$ cat src/fcb_defines.vh
`ifndef FCB_DEFINES_VH
`define FCB_DEFINES_VH
// ==========================================================
// Register offsets (byte addresses on the configuration port)
`define FCB_ADDR_W          12
`define FCB_OFS_THIRD       12'h41C
`define FCB_OFS_FOURTH      12'h41E
`define FCB_OFS_CENTER      12'h420
`define FCB_OFS_SIXTH       12'h423
`define FCB_OFS_SEVENTH     12'h425
`define FCB_OFS_CFG         12'h400
// ==========================================================
// Field layouts
`define FCB_DATA_W          24
`define FCB_SIDE_W          12
`define FCB_CTR_W           18
`define FCB_SIDE_RD_W       16
`define FCB_SIDE_MSB        11
`define FCB_CTR_MSB         17
`define FCB_CFG_W           8
`define FCB_CFG_MODE_LSB    0
`define FCB_CFG_MODE_MSB    1
`define FCB_CFG_SCW_LSB     2
`define FCB_CFG_SCW_MSB     4
`define FCB_CFG_MERGE_BIT   5
`define FCB_SCW_W           3
`define FCB_MODE_W          2
// ==========================================================
// Values
`define FCB_MODE_BYPASS     2'h0
`define FCB_MODE_ACTIVE     2'h2
`define FCB_SCW_MAX         3'h6
`define FCB_SIDE_RST        12'h000
`define FCB_CTR_RST         18'h00000
`define FCB_CFG_RST         8'h00
`define FCB_RD_ZERO         24'h000000
`endif

$ cat src/fcb_coef_reg.v
`include "fcb_defines.vh"
// ==========================================================
// One coefficient register with masked readback
module fcb_coef_reg #(
  parameter                   WIDTH = `FCB_SIDE_W,
  parameter [`FCB_ADDR_W-1:0] ADDR  = 12'h000
) (
  input  wire                     i_mclk,
  input  wire                     i_rst_n,
  input  wire                     i_wr,
  input  wire [`FCB_ADDR_W-1:0]   i_addr,
  input  wire [`FCB_DATA_W-1:0]   i_wdata,
  output wire [WIDTH-1:0]         o_coef,
  output wire [`FCB_DATA_W-1:0]   o_rdback,
  output wire                     o_hit
);
  reg  [WIDTH-1:0] coef_reg;
  wire [WIDTH-1:0] coef_next;

  assign o_hit     = (i_addr == ADDR);
  // Upper reserved bits are dropped on write
  assign coef_next = (i_wr && o_hit) ? i_wdata[WIDTH-1:0] : coef_reg;

  always @(posedge i_mclk or negedge i_rst_n)
  begin
    if (!i_rst_n)
      coef_reg <= {WIDTH{1'h0}};
    else
      coef_reg <= coef_next;
  end

  assign o_coef   = coef_reg;
  // Top coefficient bit always reads as zero
  assign o_rdback = {{(`FCB_DATA_W-WIDTH+1){1'h0}}, coef_reg[WIDTH-2:0]};
endmodule // fcb_coef_reg

$ cat src/fcb_bank.v
// Functional notes
// Outside taps hold 12-bit signed two's complement coefficients in bits 11:0.
// Bank feeds channel A filter in dual mode, merged filter in single mode.
// Offset 0x41C supplies the third tap coefficient.
// Offset 0x41E supplies fourth tap; offset 0x423 supplies sixth tap.
// Offset 0x420 holds the 18-bit signed center tap in bits 17:0.
// Offset 0x425 holds the seventh tap, 12-bit layout, reset zero.
// Readback of any coefficient returns zero in its top bit.
// Mode 0 bypasses the filter, mode 2 enables it; 1 and 3 reserved.
// Software sets merge whenever the converter runs single channel.
// Side weight 0..6 sets side LSB weight to 2^(field-16).
// Software changes configuration only while the serial link is disabled.
// Reserved upper coefficient bits are ignored when forming coefficients.
//
// Design decision made here: the address-and-strobe port.
`include "fcb_defines.vh"
module fcb_bank (
  input  wire                       i_mclk,
  input  wire                       i_reset_n,
  input  wire [`FCB_ADDR_W-1:0]     i_addr,
  input  wire [`FCB_DATA_W-1:0]     i_wdata,
  input  wire                       i_wr,
  input  wire                       i_rd,
  input  wire                       i_serial_link_enable,
  output reg  [`FCB_DATA_W-1:0]     o_rdata,
  output reg  signed [`FCB_SIDE_W-1:0] o_tap3,
  output reg  signed [`FCB_SIDE_W-1:0] o_tap4,
  output reg  signed [`FCB_CTR_W-1:0]  o_tap5,
  output reg  signed [`FCB_SIDE_W-1:0] o_tap6,
  output reg  signed [`FCB_SIDE_W-1:0] o_tap7,
  output reg  [`FCB_SCW_W-1:0]      o_fir_side_weight,
  output reg                        o_fir_enable,
  output reg                        o_fir_merge_channels,
  output reg                        o_cfg_locked_write
);
  // ==========================================================
  // Reset release
  // Asserts at once, releases two edges after the pin rises
  reg rst_s1_reg;
  reg rst_s2_reg;
  always @(posedge i_mclk or negedge i_reset_n)
  begin
    if (!i_reset_n)
    begin
      rst_s1_reg <= 1'h0;
      rst_s2_reg <= 1'h0;
    end
    else
    begin
      rst_s1_reg <= 1'h1;
      rst_s2_reg <= rst_s1_reg;
    end
  end
  wire rst_n = rst_s2_reg;

  // ==========================================================
  // Link enable synchroniser
  // Level from another domain; only the second stage is read
  reg link_s1_reg;
  reg link_s2_reg;
  always @(posedge i_mclk or negedge rst_n)
  begin
    if (!rst_n)
    begin
      link_s1_reg <= 1'h0;
      link_s2_reg <= 1'h0;
    end
    else
    begin
      link_s1_reg <= i_serial_link_enable;
      link_s2_reg <= link_s1_reg;
    end
  end

  // ==========================================================
  // Coefficient registers
  // Reserved upper bits never reach a register
  wire [`FCB_SIDE_W-1:0] c3;
  wire [`FCB_SIDE_W-1:0] c4;
  wire [`FCB_CTR_W-1:0]  c5;
  wire [`FCB_SIDE_W-1:0] c6;
  wire [`FCB_SIDE_W-1:0] c7;

  wire [`FCB_DATA_W-1:0] r3;
  wire [`FCB_DATA_W-1:0] r4;
  wire [`FCB_DATA_W-1:0] r5;
  wire [`FCB_DATA_W-1:0] r6;
  wire [`FCB_DATA_W-1:0] r7;

  wire                   h3;
  wire                   h4;
  wire                   h5;
  wire                   h6;
  wire                   h7;

  // Third tap
  fcb_coef_reg #(
    .WIDTH    (`FCB_SIDE_W),
    .ADDR     (`FCB_OFS_THIRD)
  ) u_tap3 (
    .i_mclk   (i_mclk),
    .i_rst_n  (rst_n),
    .i_wr     (i_wr),
    .i_addr   (i_addr),
    .i_wdata  (i_wdata),
    .o_coef   (c3),
    .o_rdback (r3),
    .o_hit    (h3)
  );

  // Fourth tap
  fcb_coef_reg #(
    .WIDTH    (`FCB_SIDE_W),
    .ADDR     (`FCB_OFS_FOURTH)
  ) u_tap4 (
    .i_mclk   (i_mclk),
    .i_rst_n  (rst_n),
    .i_wr     (i_wr),
    .i_addr   (i_addr),
    .i_wdata  (i_wdata),
    .o_coef   (c4),
    .o_rdback (r4),
    .o_hit    (h4)
  );

  // Center tap, wider coefficient
  fcb_coef_reg #(
    .WIDTH    (`FCB_CTR_W),
    .ADDR     (`FCB_OFS_CENTER)
  ) u_tap5 (
    .i_mclk   (i_mclk),
    .i_rst_n  (rst_n),
    .i_wr     (i_wr),
    .i_addr   (i_addr),
    .i_wdata  (i_wdata),
    .o_coef   (c5),
    .o_rdback (r5),
    .o_hit    (h5)
  );

  // Sixth tap
  fcb_coef_reg #(
    .WIDTH    (`FCB_SIDE_W),
    .ADDR     (`FCB_OFS_SIXTH)
  ) u_tap6 (
    .i_mclk   (i_mclk),
    .i_rst_n  (rst_n),
    .i_wr     (i_wr),
    .i_addr   (i_addr),
    .i_wdata  (i_wdata),
    .o_coef   (c6),
    .o_rdback (r6),
    .o_hit    (h6)
  );

  // Seventh tap
  fcb_coef_reg #(
    .WIDTH    (`FCB_SIDE_W),
    .ADDR     (`FCB_OFS_SEVENTH)
  ) u_tap7 (
    .i_mclk   (i_mclk),
    .i_rst_n  (rst_n),
    .i_wr     (i_wr),
    .i_addr   (i_addr),
    .i_wdata  (i_wdata),
    .o_coef   (c7),
    .o_rdback (r7),
    .o_hit    (h7)
  );

  // ==========================================================
  // Filter configuration register
  reg  [`FCB_CFG_W-1:0] cfg_reg;
  reg  [`FCB_CFG_W-1:0] cfg_next;
  // Top two bits are stored and read back but drive nothing
  wire                  cfg_hit  = (i_addr == `FCB_OFS_CFG);
  wire                  cfg_wr   = i_wr & cfg_hit;
  wire [`FCB_SCW_W-1:0] scw_wr   = i_wdata[`FCB_CFG_SCW_MSB:`FCB_CFG_SCW_LSB];
  wire                  scw_over = (scw_wr > `FCB_SCW_MAX);

  always @*
  begin
    cfg_next = cfg_reg;
    if (cfg_wr)
    begin
      cfg_next = i_wdata[`FCB_CFG_W-1:0];
      // Side weight saturates at its top legal value
      if (scw_over)
        cfg_next[`FCB_CFG_SCW_MSB:`FCB_CFG_SCW_LSB] = `FCB_SCW_MAX;
    end
  end

  always @(posedge i_mclk or negedge rst_n)
  begin
    if (!rst_n)
      cfg_reg <= `FCB_CFG_RST;
    else
      cfg_reg <= cfg_next;
  end

  wire [`FCB_MODE_W-1:0] mode = cfg_reg[`FCB_CFG_MODE_MSB:`FCB_CFG_MODE_LSB];
  wire any_hit = h3 | h4 | h5 | h6 | h7 | cfg_hit;

  // ==========================================================
  // Read data, one cycle after the strobe
  wire [`FCB_DATA_W-1:0] rcfg = {{(`FCB_DATA_W-`FCB_CFG_W){1'h0}}, cfg_reg};
  reg  [`FCB_DATA_W-1:0] rd_sel;
  reg  [`FCB_DATA_W-1:0] rdata_next;

  // Unmapped addresses read as zero
  always @*
  begin
    rd_sel = `FCB_RD_ZERO;
    if (h3)
      rd_sel = r3;
    else if (h4)
      rd_sel = r4;
    else if (h5)
      rd_sel = r5;
    else if (h6)
      rd_sel = r6;
    else if (h7)
      rd_sel = r7;
    else if (cfg_hit)
      rd_sel = rcfg;
  end

  // Bus idles at zero outside the answer cycle
  always @*
  begin
    rdata_next = `FCB_RD_ZERO;
    if (i_rd)
      rdata_next = rd_sel;
  end

  always @(posedge i_mclk or negedge rst_n)
  begin
    if (!rst_n)
      o_rdata <= `FCB_RD_ZERO;
    else
      o_rdata <= rdata_next;
  end

  // ==========================================================
  // Filter tap outputs
  // Same tap order for dual channel A and merged single filter
  wire signed [`FCB_SIDE_W-1:0] tap3_next = $signed(c3);
  wire signed [`FCB_SIDE_W-1:0] tap4_next = $signed(c4);
  wire signed [`FCB_CTR_W-1:0]  tap5_next = $signed(c5);
  wire signed [`FCB_SIDE_W-1:0] tap6_next = $signed(c6);
  wire signed [`FCB_SIDE_W-1:0] tap7_next = $signed(c7);

  always @(posedge i_mclk or negedge rst_n)
  begin
    if (!rst_n)
    begin
      o_tap3 <= `FCB_SIDE_RST;
      o_tap4 <= `FCB_SIDE_RST;
      o_tap5 <= `FCB_CTR_RST;
      o_tap6 <= `FCB_SIDE_RST;
      o_tap7 <= `FCB_SIDE_RST;
    end
    else
    begin
      o_tap3 <= tap3_next;
      o_tap4 <= tap4_next;
      o_tap5 <= tap5_next;
      o_tap6 <= tap6_next;
      o_tap7 <= tap7_next;
    end
  end

  // ==========================================================
  // Filter configuration outputs
  wire [`FCB_SCW_W-1:0] weight_next = cfg_reg[`FCB_CFG_SCW_MSB:`FCB_CFG_SCW_LSB];
  // Reserved mode codes leave the filter bypassed
  wire                  enable_next = (mode == `FCB_MODE_ACTIVE);
  wire                  merge_next  = cfg_reg[`FCB_CFG_MERGE_BIT];

  always @(posedge i_mclk or negedge rst_n)
  begin
    if (!rst_n)
    begin
      o_fir_side_weight    <= {`FCB_SCW_W{1'h0}};
      o_fir_enable         <= 1'h0;
      o_fir_merge_channels <= 1'h0;
    end
    else
    begin
      o_fir_side_weight    <= weight_next;
      o_fir_enable         <= enable_next;
      o_fir_merge_channels <= merge_next;
    end
  end

  // ==========================================================
  // Write-while-link-enabled status
  // Sticky until reset so software can spot an unsafe update
  wire any_wr      = i_wr & any_hit;
  wire locked_set  = any_wr & link_s2_reg;
  wire locked_next = o_cfg_locked_write | locked_set;

  always @(posedge i_mclk or negedge rst_n)
  begin
    if (!rst_n)
      o_cfg_locked_write <= 1'h0;
    else
      o_cfg_locked_write <= locked_next;
  end
endmodule // fcb_bank

$ cat config.mk
export PLATFORM = sky130hd
export DESIGN_NAME = fcb_bank
export DESIGN_NICKNAME = d
export VERILOG_FILES = /design/src/fcb_coef_reg.v /design/src/fcb_bank.v
export VERILOG_INCLUDE_DIRS = /design/src
export SDC_FILE = /design/constraint.sdc
export NUM_CORES = 1
export LEC_CHECK = 0
export BUFFER_PORTS_ARGS = -buffer_cell sky130_fd_sc_hd__buf_4
export CORE_ASPECT_RATIO = 1.2
export CORE_MARGIN = 2
export CORE_UTILIZATION = 36
export CTS_CLUSTER_DIAMETER = 30
export DETAILED_ROUTE_END_ITERATION = 8
export PLACE_DENSITY_LB_ADDON = 0.08
export SLEW_MARGIN = 10
export SYNTH_ARGS = -nofsm -noshare
export SYNTH_HDL_FRONTEND = slang
export SYNTH_SLANG_ARGS = --single-unit
$ cat constraint.sdc
create_clock -name i_mclk -period 6.4 [get_ports i_mclk]
set_input_delay 0 -clock i_mclk [delete_from_list [all_inputs] [get_ports i_mclk]]
set_output_delay 0 -clock i_mclk [all_outputs]
set_load 0.01 [all_outputs]
=== Word level (Yosys, flattened, before mapping) ===
Cells that the tools add are included.

* Flip-flop bits (word level): 174
* Bits of input ports: 41
* Logic and storage cells: 50

* $lt $le $gt $ge: 1
* Equality and inequality tests: 7
* Muxes and demuxes: 8
* Bitwise logic cells: 9
* Reduce and logical (&&, ||, !) cells: 5

{| class="wikitable"
|+ Operators by type and width
! kind !! number
|-
| 2-to-1 mux 24 bit || 4
|-
| equality test 12 x 11 -> 1 bit, second input constant || 6
|-
| 2-to-1 mux 11 bit || 2
|-
| 2-to-1 mux 8 bit || 1
|-
| bitwise OR 1 bit || 6
|-
| logical AND 1 bit || 5
|-
| bitwise AND 1 bit || 3
|-
| greater-than comparator 3 bit, second input constant || 1
|-
| 2-to-1 mux 3 bit || 1
|-
| equality test 2 bit, second input constant || 1
|}

=== Logic depth before layout (Yosys ltp) ===
* Word-level depth: 9
* Mapped depth: 7
* Mapped depth without buffers: 5

=== Modules after synthesis ===
A second synthesis with hierarchy kept.

* Cells, all modules: 568
* Area, all modules: 7752.4 sq um

{| class="wikitable"
|+ Modules (own cells, without submodules)
! module !! times used !! cells an instance !! area each (sq um) !! seq. area each (sq um)
|-
| fcb_bank || 1 || 281 || 3809.9 || 2702.6
|-
| fcb_coef_reg at u_tap5 || 1 || 67 || 983.4 || 450.4
|-
| fcb_coef_reg at u_tap4 || 1 || 55 || 745.7 || 300.3
|-
| fcb_coef_reg at u_tap3 || 1 || 55 || 743.2 || 300.3
|-
| fcb_coef_reg at u_tap7 || 1 || 55 || 739.5 || 300.3
|-
| fcb_coef_reg at u_tap6 || 1 || 55 || 730.7 || 300.3
|}

=== Least setup slack after synthesis ===
OpenSTA, ideal clock, no wires.

* Kind: in2reg
* Start: input port i_addr[0]
* End: register cfg_reg[0]
* Setup time: 0.125 ns
* Arrival: 1.517 ns
* Required time: 6.275 ns
* Slack: 4.758 ns
* Stages: 6
* Buffers on the path: 2
* Cell sequence: clkbuf_1 -> or4_4 -> nor3_4 -> and2_1 -> buf_6 -> mux2_2

* Word-level cells in the longest chain between the ends: 2

{| class="wikitable"
|+ RTL lines
! element !! RTL line !! RTL
|-
| start, declared || fcb_bank.v:20 || <nowiki>input wire [`FCB_ADDR_W-1:0] i_addr,</nowiki>
|-
| equality test 12 x 11 -> 1 bit (no source line) || - ||
|-
| bitwise AND 1 bit || fcb_bank.v:177 || <nowiki>wire cfg_wr = i_wr & cfg_hit;</nowiki>
|-
| end signal, assigned || fcb_bank.v:196 || <nowiki>cfg_reg <= `FCB_CFG_RST;</nowiki>
|-
| end signal, assigned || fcb_bank.v:198 || <nowiki>cfg_reg <= cfg_next;</nowiki>
|-
| end, declared || fcb_bank.v:173 || <nowiki>reg [`FCB_CFG_W-1:0] cfg_reg;</nowiki>
|}

No other way between the ends.
A chain may end at the register's enable or synchronous reset.

=== Final worst setup path ===
* Start: input port i_addr[2]
* End: register cfg_reg[2]

The elaborated chain is that of the path after synthesis.

==> key figures <==
Drt
  – 1st-pass router iterations: 4
  – WL per Instance: 19.25 µm
  – Via Count: 3770
  – Final WL: 14.76 mm
  – DR iter-0 viols: 181
  – Routed Antenna Nets: 0
  – Via density: 4.915
  – DRC: 0

Placed design
  – Routability congestion estimate from global placement: 0.7250
  – Pre-CTS WS: 3.992 ns
  – Post-detailed-placement half-perimeter wirelength: 9.699 mm
  – # port buffers: 123

Timing
  – Minimum clock period: 2.139 ns
  – Slew margin rel.: 39.11%
  – Setup ws final: 4.261 ns
  – RSZ-0062 raised after global routing: no
  – Setup violations, final: 0
  – Final hold vios: 0
  – Fin. max-slew vios: 0
  – Tcrit/Tclk final: 33.42%
  – Skew final: 0.006641 ns
  – Max Clk Rate: 0.4675 GHz
  – Final TNS setup: 0 ns
  – Worst slew pin tran: 0.9107 ns

Logic synthesis
  – Most common cell in the netlist: dfrtp_1
  – Syn. warnings: 0
  – Synthesized area per cell: 15.41 µm²
  – Mapped cell area: 0.005981 mm²
  – Share of flip-flops with an asynchronous set or reset: 100.0%
  – Register bit total from synthesis: 167
  – Ys flop type: dfrtp_1
  – Yosys cell types: 38
  – Post-Synthesis Cells: 388
  – Synth cell count leaders: dfrtp_1, mux2_2, nor2_1
  – Area contributors post-synth: dfrtp_1, mux2_2, mux2i_1
  – Synth area leader: dfrtp_1
  – Register area share after synthesis: 69.87%
  – Post-synth EDFFs: 0
  – Synth top area share: 69.87%

Setup path
  – Worst setup path class: input pin to flip-flop
  – Setup crit end kind: flip-flop
  – CP Launch Type: input pin
  – Reg2reg start: rst_n
  – Worst Path Max Fanout: 10
  – Worst Setup EP: cfg_reg[2]
  – Worst-case reg-to-reg path depth: 1
  – Worst path arrival time: 2.49 ns
  – CP Launch Point: i_addr[2]
  – Critical Path RT: 6.75 ns
  – Reg-to-reg setup timing slack: 4.75 ns
  – Worst R2R End: o_tap4[9]

Floorplan
  – Height of the chip: 145.2 µm
  – Die ar.: 0.01766 mm²
  – Std-Cell Rows: 51
  – Initial core utilization: 36.76%
  – Core region area: 0.01627 mm²
  – Chip Width: 121.7 µm
  – I/O pins: 137

GRT
  – Pin count of the biggest net entering global routing: 64
  – GRT Total Usage: 17.74%
  – Vias in the first global route: 3945
  – Global-route wire length before repair: 23.07 mm
  – Grt total ovfl: 0
  – Initial antenna violation count: 0

Clock network
  – Resized Gates After CTS: 0
  – # clock sinks: 167
  – Total CTS buffers: 17
  – TritonCTS clock tree: built
  – Htree depth: 4
  – Worst-path clk slew: 0.06 ns
  – Root buffer cell: clkbuf_16
  – Worst-Skew Late Latency: 0.43 ns
  – CTS Buffer Depth: 2

Layout
  – Layout filler cell count: 1468
  – Layout Area Growth over Synthesis: 32.53%
  – Final net count: 583
  – Share of cells above drive strength 1: 43.42%
  – Antenna Diode Count: 0

Power
  – Net switching power: 0.0004654 W
  – Peak VDD IR: 0.1952 mV
  – Combinational share of power: 3.9%
  – P_int: 0.001732 W
  – P_leak: 4.113 nW
  – Switching share of total power: 21.18%
  – Clk pwr share: 47.5%
  – Sequential power share: 48.7%
  – PwrDens: 277.3 mW/mm²

Worst hold path
  – Hold WC Path Type: input pin to flip-flop
  – Hold Path Depth: 4
  – Min-delay src: i_addr[5]

Run
  – Max-Cap Viols: 0

Status
  – Status: complete, no violations
cells in the final DEF (no fill, tap or decap), types with 3 or more instances in the layout:
cell / synthesis / final
a21oi_1: 11 / 11
a221oi_1: 6 / 6
a2bb2oi_1: 3 / 3
and2_1: 6 / 6
and3_1: 7 / 7
buf_4: 9 / 128
bufinv_16: 0 / 3
clkbuf_16: 0 / 17
clkinv_2: 0 / 3
conb_1: 2 / 8
dfrtp_1: 167 / 166
dlygate4sd3_1: 0 / 22
mux2_2: 73 / 73
mux2i_1: 8 / 8
nand2_1: 9 / 9
nand3_1: 4 / 4
nor2_1: 18 / 18
nor2b_1: 6 / 6
o211a_1: 3 / 3
o21ai_0: 6 / 6
o22a_1: 6 / 6
o22ai_1: 5 / 5
o32ai_1: 6 / 6
power groups by stage:
stage	sequential [W]	clock [W]	combinational, W
2_1_floorplan	0.00110	0	0.0000296
3_3_place_gp	0.00109	0	0.0000747
3_5_place_dp	0.00109	0	0.0000757
4_1_cts	0.00107	0.00107	0.0000862
5_1_grt	0.00107	0.00112	0.0000943
6_report	0.00107	0.00104	0.0000847
critical path, cell delays in order:
cell           delay [ns]
buf_4                0.15
or4_4                0.56
nor3_4               0.44
and2_1               0.57
nand3_1              0.12
dlygate4sd3_1        0.57
o21ai_0              0.07
worst min-delay path by stage:
stage | slack [ns] | end
2_1_floorplan | -0.30 | rst_n
5_1_grt | 0.15 | o_cfg_locked_write
3_5_place_dp | -0.22 | rst_s1_reg
3_3_place_gp | -0.22 | rst_s1_reg
4_1_cts | 0.09 | o_cfg_locked_write
6_report | 0.12 | o_cfg_locked_write
routing by layer:
layer | vias up | global-route usage [%] | wire length, µm
met5 | - | 0 | 0
met4 | 0 | 6.667 | 364
met3 | 27 | 4.914 | 877
met2 | 124 | 27.22 | 7280
met1 | 1939 | 24.00 | 6241
li1 | 1680 | - | -
cells by family after synthesis:
| group | count (synthesis) | share of synthesized area, % |
|---|---|---|
| other | 2 | 0.1256 |
| DFF | 167 | 69.87 |
| AOI/OAI and AO/OA | 53 | 6.485 |
| and+or+nand+nor | 62 | 5.983 |
| muxes | 81 | 15.08 |
| buffers and inverters | 23 | 2.448 |
repair_timing:
item                                   in CTS  in global routing
hold buffers                               22                  0
endpoints found under the hold margin      77                  0
buffers inserted                            0                  0
final cells by class:
cell class | instances | area (µm²) | share of cell area, %
flip-flops and latches | 167 | 4183 | 52.77
multi-input cells | 204 | 1683 | 21.23
repair buffers | 150 | 1181 | 14.90
clock buffers | 21 | 460.4 | 5.809
well taps | 212 | 265.3 | 3.346
clock inverters | 11 | 146.4 | 1.847
inverters | 2 | 7.507 | 0.09471
stage by stage:
step | cells | hold slack (ns) | power (W) | utilization, % | cell area [µm²]
final | 767 | 0.1160 | 0.002198 | 48.71 | 7926
after global routing | 767 | 0.1507 | 0.002288 | 48.71 | 7926
after CTS | 767 | 0.08966 | 0.002227 | 48.71 | 7926
after detailed placement | 713 | -0.2164 | 0.001166 | 43.63 | 7099
after global placement | 713 | -0.2173 | 0.001165 | 43.63 | 7099
after floorplan | 394 | -0.2956 | 0.001128 | - | 6003
(Power assumes the default switching activity.)
